File: src/include/cascq_pkg.sv
// Purpose: Shared constants and types for the cascadable acknowledge/AEOI controller
// Assumes: Eight request lines, three-bit slave-select bus
// Notes:   Priority is fixed, line 0 highest
package cascq_pkg;
  localparam int          NLINES     = 8;
  localparam int          SEL_W      = 3;
  localparam int          BASE_W     = 5;
  localparam logic [2:0]  SPUR_LEVEL = 3'h7;
  localparam logic [2:0]  SEL_IDLE   = 3'h0;
  localparam logic [7:0]  LINES_ZERO = 8'h00;

  // Gray order along IDLE -> ACK1 -> GAP -> ACK2 -> IDLE
  typedef enum logic [1:0] {
    CASCQ_IDLE = 2'b00,
    CASCQ_ACK1 = 2'b01,
    CASCQ_GAP  = 2'b11,
    CASCQ_ACK2 = 2'b10
  } cascq_state_t;

  typedef struct packed {
    logic              aeoi;
    logic              slave_mode;
    logic [SEL_W-1:0]  slave_id;
    logic [NLINES-1:0] cascade;
    logic [NLINES-1:0] mask;
    logic [BASE_W-1:0] vector_base;
  } cascq_cfg_t;

  typedef struct packed {
    cascq_state_t      state;
    logic              prev_ack;
    logic [NLINES-1:0] prev_req;
    logic [NLINES-1:0] irr;
    logic [NLINES-1:0] isr;
    logic [SEL_W-1:0]  cur;
    logic              cur_valid;
    logic              involved;
    logic [SEL_W-1:0]  sel;
    logic              sel_oe;
    logic [7:0]        data;
    logic              data_oe;
    logic              int_req;
  } cascq_regs_t;
endpackage

File: src/verilog/cascq_ctrl.sv
// Purpose: Request latch, masking, acknowledge sequencing, cascade select and AEOI for one controller
// Assumes: Acknowledge strobe and request inputs are synchronous to SYS_CLK_I
// Notes:   Same module serves as master or slave, chosen by CFG_I.slave_mode

module cascq_ctrl (
  input  wire logic                          SYS_CLK_I,
  input  wire logic                          RESETN_I,
  input  wire cascq_pkg::cascq_cfg_t         CFG_I,
  input  wire logic [cascq_pkg::NLINES-1:0]  REQUEST_INPUT_I,
  input  wire logic                          ACK_PULSE_N_I,
  input  wire logic                          EOI_NONSPEC_I,
  input  wire logic [cascq_pkg::SEL_W-1:0]   SLAVE_SELECT_BUS_I,
  output logic      [cascq_pkg::SEL_W-1:0]   SLAVE_SELECT_BUS_O,
  output logic                               SLAVE_SELECT_OE_O,
  output logic                               INT_REQ_O,
  output logic      [7:0]                    DATA_O,
  output logic                               DATA_OE_O,
  output logic      [cascq_pkg::NLINES-1:0]  PENDING_O,
  output logic      [cascq_pkg::NLINES-1:0]  IN_SERVICE_O
);
  import cascq_pkg::*;

  // Lowest set index wins; returns {valid, index}
  function automatic logic [3:0] first_set(input logic [NLINES-1:0] v);
    logic [3:0] res;
    res = 4'h0;
    for (int i = NLINES - 1; i >= 0; i--) begin
      if (v[i]) begin
        res = {1'b1, 3'(i)};
      end
    end
    return res;
  endfunction

  cascq_regs_t       r;
  cascq_regs_t       n;
  logic              ack_fall;
  logic              ack_rise;
  logic [3:0]        win;
  logic [3:0]        top_isr;
  logic              win_ok;
  logic              selected;
  logic [NLINES-1:0] clr_isr;
  logic [NLINES-1:0] set_isr;
  logic [NLINES-1:0] clr_irr;

  assign ack_fall = r.prev_ack & ~ACK_PULSE_N_I;
  assign ack_rise = ~r.prev_ack & ACK_PULSE_N_I;
  // Cascade bits take no part in resolution
  assign win      = first_set(r.irr & ~CFG_I.mask);
  assign top_isr  = first_set(r.isr);
  assign win_ok   = win[3] && (!top_isr[3] || (win[2:0] < top_isr[2:0]));
  // A slave reads the select bus at the first rise, since the master only drives it
  // one clock after the first fall; the frozen winner is taken at that point
  assign selected = CFG_I.slave_mode
                    ? (r.state == CASCQ_ACK1 && ack_rise && SLAVE_SELECT_BUS_I == CFG_I.slave_id)
                    : (r.state == CASCQ_IDLE && ack_fall);

  always_comb begin
    n          = r;
    clr_isr    = LINES_ZERO;
    set_isr    = LINES_ZERO;
    clr_irr    = ~REQUEST_INPUT_I;
    n.prev_ack = ACK_PULSE_N_I;
    n.prev_req = REQUEST_INPUT_I;
    case (r.state)
      CASCQ_IDLE: begin
        if (ack_fall) begin
          n.state    = CASCQ_ACK1;
          n.involved = 1'b0;
        end
      end
      CASCQ_ACK1: begin
        if (ack_rise) begin
          n.state = CASCQ_GAP;
        end
      end
      CASCQ_GAP: begin
        if (ack_fall) begin
          n.state = CASCQ_ACK2;
          // Master stays off the bus when a slave owns the vector
          if (r.involved && !r.sel_oe) begin
            n.data_oe = 1'b1;
            n.data    = {CFG_I.vector_base, r.cur};
          end
        end
      end
      CASCQ_ACK2: begin
        if (ack_rise) begin
          n.state   = CASCQ_IDLE;
          n.data_oe = 1'b0;
          n.sel     = SEL_IDLE;
          n.sel_oe  = 1'b0;
          if (CFG_I.aeoi && r.involved && r.cur_valid) begin
            clr_isr[r.cur] = 1'b1;
          end
        end
      end
      default: begin
        n.state = CASCQ_IDLE;
      end
    endcase
    if (selected) begin
      n.involved  = 1'b1;
      // Winner frozen here; later request changes cannot alter it
      n.cur       = win_ok ? win[2:0] : SPUR_LEVEL;
      n.cur_valid = win_ok;
      if (win_ok) begin
        clr_irr[win[2:0]] = 1'b1;
        set_isr[win[2:0]] = 1'b1;
        if (!CFG_I.slave_mode && CFG_I.cascade[win[2:0]]) begin
          n.sel    = win[2:0];
          n.sel_oe = 1'b1;
        end
      end
    end
    if (EOI_NONSPEC_I && top_isr[3]) begin
      clr_isr[top_isr[2:0]] = 1'b1;
    end
    // Sets win over clears in the same cycle
    n.irr     = (r.irr & ~clr_irr) | (REQUEST_INPUT_I & ~r.prev_req);
    n.isr     = (r.isr & ~clr_isr) | set_isr;
    // Dropped for the whole acknowledge, so surely low in the second pulse
    n.int_req = (r.state == CASCQ_IDLE) && !ack_fall && win_ok;
  end

  always_ff @(posedge SYS_CLK_I) begin
    if (!RESETN_I) begin
      r          <= '0;
      r.state    <= CASCQ_IDLE;
      r.prev_ack <= 1'b1;
    end else begin
      r <= n;
    end
  end

  assign SLAVE_SELECT_BUS_O = r.sel;
  assign SLAVE_SELECT_OE_O  = r.sel_oe;
  assign INT_REQ_O          = r.int_req;
  assign DATA_O             = r.data;
  assign DATA_OE_O          = r.data_oe;
  assign PENDING_O          = r.irr;
  assign IN_SERVICE_O       = r.isr;
endmodule // cascq_ctrl

File: config.mk
export PLATFORM = sky130hd
export DESIGN_NAME = cascq_ctrl
export DESIGN_NICKNAME = d
export VERILOG_FILES = /design/src/include/cascq_pkg.sv /design/src/verilog/cascq_ctrl.sv
export SDC_FILE = /design/constraint.sdc
export NUM_CORES = 1
export LEC_CHECK = 0
export ABC_AREA = 1
export ABC_CLOCK_PERIOD_IN_PS = 5600
export BUFFER_PORTS_ARGS = -buffer_cell sky130_fd_sc_hd__buf_4
export CORE_ASPECT_RATIO = 0.8
export CORE_MARGIN = 5
export CORE_UTILIZATION = 56
export DETAILED_ROUTE_END_ITERATION = 10
export GPL_TIMING_DRIVEN = 0
export PLACE_DENSITY = 0.93
export SLEW_MARGIN = 10
export SYNTH_ARGS = -nofsm -noshare
export SYNTH_HDL_FRONTEND = slang
export SYNTH_SLANG_ARGS = --single-unit
File: constraint.sdc
create_clock -name SYS_CLK_I -period 5.6 [get_ports SYS_CLK_I]
set_input_delay 0.84 -clock SYS_CLK_I [delete_from_list [all_inputs] [get_ports SYS_CLK_I]]
set_output_delay 0.84 -clock SYS_CLK_I [all_outputs]
set_load 0.05 [all_outputs]
## Yosys cells after proc, flatten, opt, wreduce, memory -nomap -nowiden

Cells that the tools add are included.

| operators by class | value |
|---|---|
| magnitude comparators | 7 |
| equal/unequal tests | 9 |
| mux-type cells | 50 |
| bitwise operators | 17 |
| reductions and logical operators | 27 |

Operators with widths:

| operator | number |
|---|---|
| 4-bit two-way mux | 20 |
| 8-bit two-way mux | 8 |
| 8-bit NOT | 5 |
| 8-bit AND | 4 |
| 8-bit OR | 4 |
| 1-bit logical AND | 14 |
| 3-bit by 4-bit < comparator with 1-bit output, second input constant | 3 |
| 1-bit two-way mux | 10 |
| 2-bit != test, second input constant | 5 |
| 1-bit demux with 3-bit select | 3 |
| 3-bit by 1-bit >= comparator with 1-bit output, second input constant | 3 |
| 2-bit two-way mux | 4 |
| 2-bit one-hot mux with 4 select lines | 1 |
| 4-bit AND reduction | 2 |
| 2-bit nonzero test | 3 |
| 5-bit two-way mux | 1 |
| 2-bit equality test, second input constant | 2 |
| 1-bit zero test | 4 |
| 1-bit binary-select mux with 3-bit select | 1 |
| 3-bit equality test | 1 |
| 3-bit < comparator | 1 |
| 3-bit two-way mux | 1 |
| 3-bit AND reduction | 1 |
| 1-bit AND | 2 |
| other kinds (6) | 7 |

| word-level totals | value |
|---|---|
| register bits | 46 |
| output and inout port bits | 30 |

## Depth between registers and ports, before layout

| logic depth | value |
|---|---|
| word-level depth | 20 |
| gate-level depth with buffers | 20 |

## Worst setup path after synthesis

No wires, ideal clock.

| timing | value |
|---|---|
| kind | in2reg |
| start | input CFG_I[10] in the netlist's numbering |
| end | register r, in the netlist SLAVE_SELECT_BUS_O[2] |
| arrival time | 2,356 ps |
| data required time | 5,491 ps |
| setup slack | 3,136 ps |
| stages | 18 |
| cells stage by stage | inv_1 > nand2_1 > nand2_2 > o21ai_2 > inv_1 > ha_1 > inv_1 > o21bai_1 > inv_1 > nand2_1 > nand2_2 > nand2_4 > nor2_8 > nand2_1 > nand2_1 > nand2_1 > nand2_1 > inv_1 |

| on the way | value |
|---|---|
| word-level cells in the longest chain between the ends | 14 |
| elaborated cells on any way between the ends | 17 |

Ends and longest elaborated chain:

| element | line | RTL |
|---|---|---|
| start: declaration | cascq_ctrl.sv:8 | `input wire cascq_pkg::cascq_cfg_t CFG_I,` |
| 8-bit NOT (*) | cascq_ctrl.sv:50 | `assign win = first_set(r.irr & ~CFG_I.mask);` |
| 8-bit AND (*) | cascq_ctrl.sv:50 |  |
| 4-bit two-way mux (*) (6 in series) | cascq_ctrl.sv:28 | `if (v[i]) begin` |
| 1-bit binary-select mux with 3-bit select | cascq_ctrl.sv:111 | `if (!CFG_I.slave_mode && CFG_I.cascade[win[2:0]]) begin` |
| 1-bit two-way mux (implied by the code) | cascq_ctrl.sv:111 |  |
| 1-bit logical AND | cascq_ctrl.sv:111 |  |
| 4-bit two-way mux | cascq_ctrl.sv:111 |  |
| 4-bit two-way mux (*) | cascq_ctrl.sv:108 | `if (win_ok) begin` |
| 5-bit two-way mux (*) | cascq_ctrl.sv:103 | `if (selected) begin` |
| end signal: assignment | cascq_ctrl.sv:133 | `r <= n;` |
| end: declaration | cascq_ctrl.sv:35 | `cascq_regs_t r;` |

Mark *: on every way between the ends. The rest lies on a longest branch, timed or not. The select of a mux whose other input is x is not followed.
A chain may end at the register's enable or synchronous reset.

## Worst setup path after layout

| timing | value |
|---|---|
| start | input CFG_I[10] in the netlist's numbering |
| end | register r, in the netlist SLAVE_SELECT_BUS_O[0] |

The elaborated chain is that of the path after synthesis.

==> results_dict.tcl <==
set metrics [dict create \
    antennaDiodeCount 0 \
    avgRoutedWirePerCell_um 12.61 \
    globalplace.congestion 0.9311 \
    regToRegSetupSlack_ps 3240 \
    synth.ff_latch_count 46 \
    power_density_nw_per_um2 236.8 \
    dp_hpwl_mm 4.843 \
    critPathMaxFanout 7 \
    grt_antenna_before_repair 0 \
    hp-class "flop to flop" \
    start_util 0.5848 \
    syn_inst 352 \
    routed-via-count 2427 \
    tritoncts "yes" \
    hold_viol_final 0 \
    final_util 0.7518 \
    clk_latency_ps 300 \
    first_iter_violations 146 \
    cts_root_buffer "clkbuf_8" \
    synth.distinct_cells 37 \
    rsz0062_at_grt "no" \
    synth_edf_count 0 \
    drc 0 \
    ys_warn_count 0 \
    hold_depth 1 \
    io_pins 71 \
    post_cts_resized 0 \
    min_period_ps 2545 \
    finalMaxSlewViolations 0 \
    whs_endpoint "PENDING_O[0]" \
    end_kind "flop" \
    finalCritPeriodShare 0.4545 \
    slew-limit-headroom 0.6959 \
    seq_area_frac_synth 0.3746 \
    setup_viol 0 \
    die_h_um 69.27 \
    timing.hold.ws_ps 405.4 \
    cts_made_buffers 5 \
    clockBufferDepth 2 \
    grt_pass1_vias 2360 \
    clkSlewWorstSetupHoldPaths_ps 80 \
    grt_pass1_wl_mm 10.42 \
    setup_tns_ps 0 \
    r2r-start "IN_SERVICE_O[1]" \
    grt_overflow 0 \
    htreeDepth 2 \
    worstRegToRegCells 17 \
    fmax_mhz 392.9 \
    cts_setup_buffers 0 \
    hp-start "r[35]" \
    track_usage 0.2189 \
    p_leak_nw 1.662 \
    synth_area_um2 2459 \
    firstDrtPassIters 4 \
    critPathRequiredTime_ps 5810 \
    fin_worst_skew_ps 6.377 \
    ctsHoldBuffers 0 \
    startpoint_type "input pin" \
    status "completed" \
    syn_avg_cell_area_um2 6.985 \
    crit_arrival_ps 2760 \
    vdd_ir_drop_max_uv 203.7 \
    maxCapViolations 0 \
    worstReg2RegEnd "SLAVE_SELECT_BUS_O[0]" \
    dieArea_um2 5824 \
    core-area_um2 4204 \
    ant_nets 0 \
    layout-drive-gt1-share 0.3084 \
    viasPerCell 5.004 \
    io_buffers 69 \
    synthToLayoutAreaGrowth_pct 28.55 \
    synth-async-reset-ratio 0 \
    worstSetupPathType "input pin to flop" \
    grt_max_degree 14 \
    rows 21 \
    nets 470 \
    routed_wl_mm 6.115 \
    tightest_slew_ps 456.1 \
    synth_fp_nets 394 \
    synth_ff_type "dfxtp_1" \
    die_w_um 84.08 \
    clkSinkCount 46 \
]
cell families (layout without fill, tap and decap cells):
family                   Yosys count  count (layout)  synth area share
AND/OR/NAND/NOR                  155             155            0.2860
buffers and inverters             92             168            0.1822
AO/OA/AOI/OAI                     57              57            0.1486
flip-flops                        46              46            0.3746
adder cells (fa/ha/maj)            1               1          0.005088
XOR/XNOR                           1               1          0.003563
metrics by stage:
stage,total power [mW],std cells,area [um^2],setup WS (ps)
after floorplan,0.4565,352,2459,3136
after global placement,0.5015,478,3048,2840
after detailed placement,0.5060,478,3048,2784
after CTS,0.7495,485,3161,3104
after global routing,0.7799,485,3161,2907
final,0.7485,485,3161,3055
cell usage in the layout, fill, tap and decap left out, drive strengths merged:
cell type  count
o31ai          2
o21ai         15
nand4          4
bufinv         1
clkinv         1
a21oi         26
o211ai         3
nor4           1
nor3          11
buf           97
inv           59
o2111ai        2
o311ai         2
nand2         90
nand3b         1
nand3         12
ha             1
o221ai         3
xor2           1
a211oi         1
nor2          35
clkbuf        10
dfxtp         46
o21bai         3
or2            1
power by group:
group	switching (mW)	internal, mW	total [mW]
logic	0.0921	0.0591	0.151
registers	0.00982	0.340	0.350
clock network	0.105	0.143	0.247
Yosys cell counts, drive strengths merged, types with 4 or more instances:
cell | number | area share
o21ai | 15 | 0.037
nor2 | 35 | 0.065
clkbuf | 4 | 0.0061
nand4 | 4 | 0.010
nor3 | 11 | 0.024
nand3 | 12 | 0.026
a21oi | 26 | 0.058
inv | 59 | 0.090
nand2 | 90 | 0.15
dfxtp | 46 | 0.37
buf | 28 | 0.084
cell type report:
| type | count | area [um^2] |
|---|---|---|
| Multi-Input combinational cell | 214 | 1090 |
| Fill cell | 322 | 1044 |
| Tap cell | 57 | 71.32 |
| Sequential cell | 46 | 920.9 |
| Inverter | 60 | 225.2 |
| Timing Repair Buffer | 69 | 518.0 |
| Clock inverter | 1 | 30.03 |
| Buffer | 32 | 222.7 |
| Clock buffer | 6 | 82.58 |
flip-flops by register name, indices dropped and copies added, names as in the netlist:
name / cells
r: 16
DATA_OE_O: 1
SLAVE_SELECT_OE_O: 1
IN_SERVICE_O: 8
DATA_O: 8
PENDING_O: 8
INT_REQ_O: 1
SLAVE_SELECT_BUS_O: 3
routing by layer:
layer / track usage / vias to the layer above / part of all wire
met4: 0.09107 / 0 / 0.017
li1: - / 1240 / -
met5: 0 / - / 0
met1: 0.2826 / 1087 / 0.45
met3: 0.05463 / 7 / 0.072
met2: 0.3468 / 93 / 0.46
worst max-delay path by stage:
| stage | start | to | slack [ps] | cells past startpoint |
|---|---|---|---|---|
| after global placement | CFG_I[10] | SLAVE_SELECT_BUS_O[0] | 2840 | 19 |
| final | CFG_I[10] | SLAVE_SELECT_BUS_O[0] | 3050 | 19 |
| after global routing | CFG_I[10] | SLAVE_SELECT_BUS_O[0] | 2910 | 19 |
| after CTS | CFG_I[10] | SLAVE_SELECT_BUS_O[0] | 3100 | 19 |
| after floorplan | CFG_I[10] | SLAVE_SELECT_BUS_O[2] | 3140 | 18 |
| after detailed placement | CFG_I[10] | SLAVE_SELECT_BUS_O[2] | 2780 | 19 |
worst max-delay path, stage by stage:
cell and delay [ps]:
buf_4 80, inv_1 30, nand2_1 80, nand2_2 100, o21ai_2 280, inv_1 120, ha_1 300, inv_1 70
o21bai_1 70, inv_1 50, nand2_1 60, nand2_2 90, nand2_4 100, nor2_8 140, nand2_1 90, nand2_1 80
nand2_1 70, nand2_1 60, inv_1 30
Power figures use the tool's default switching activity.
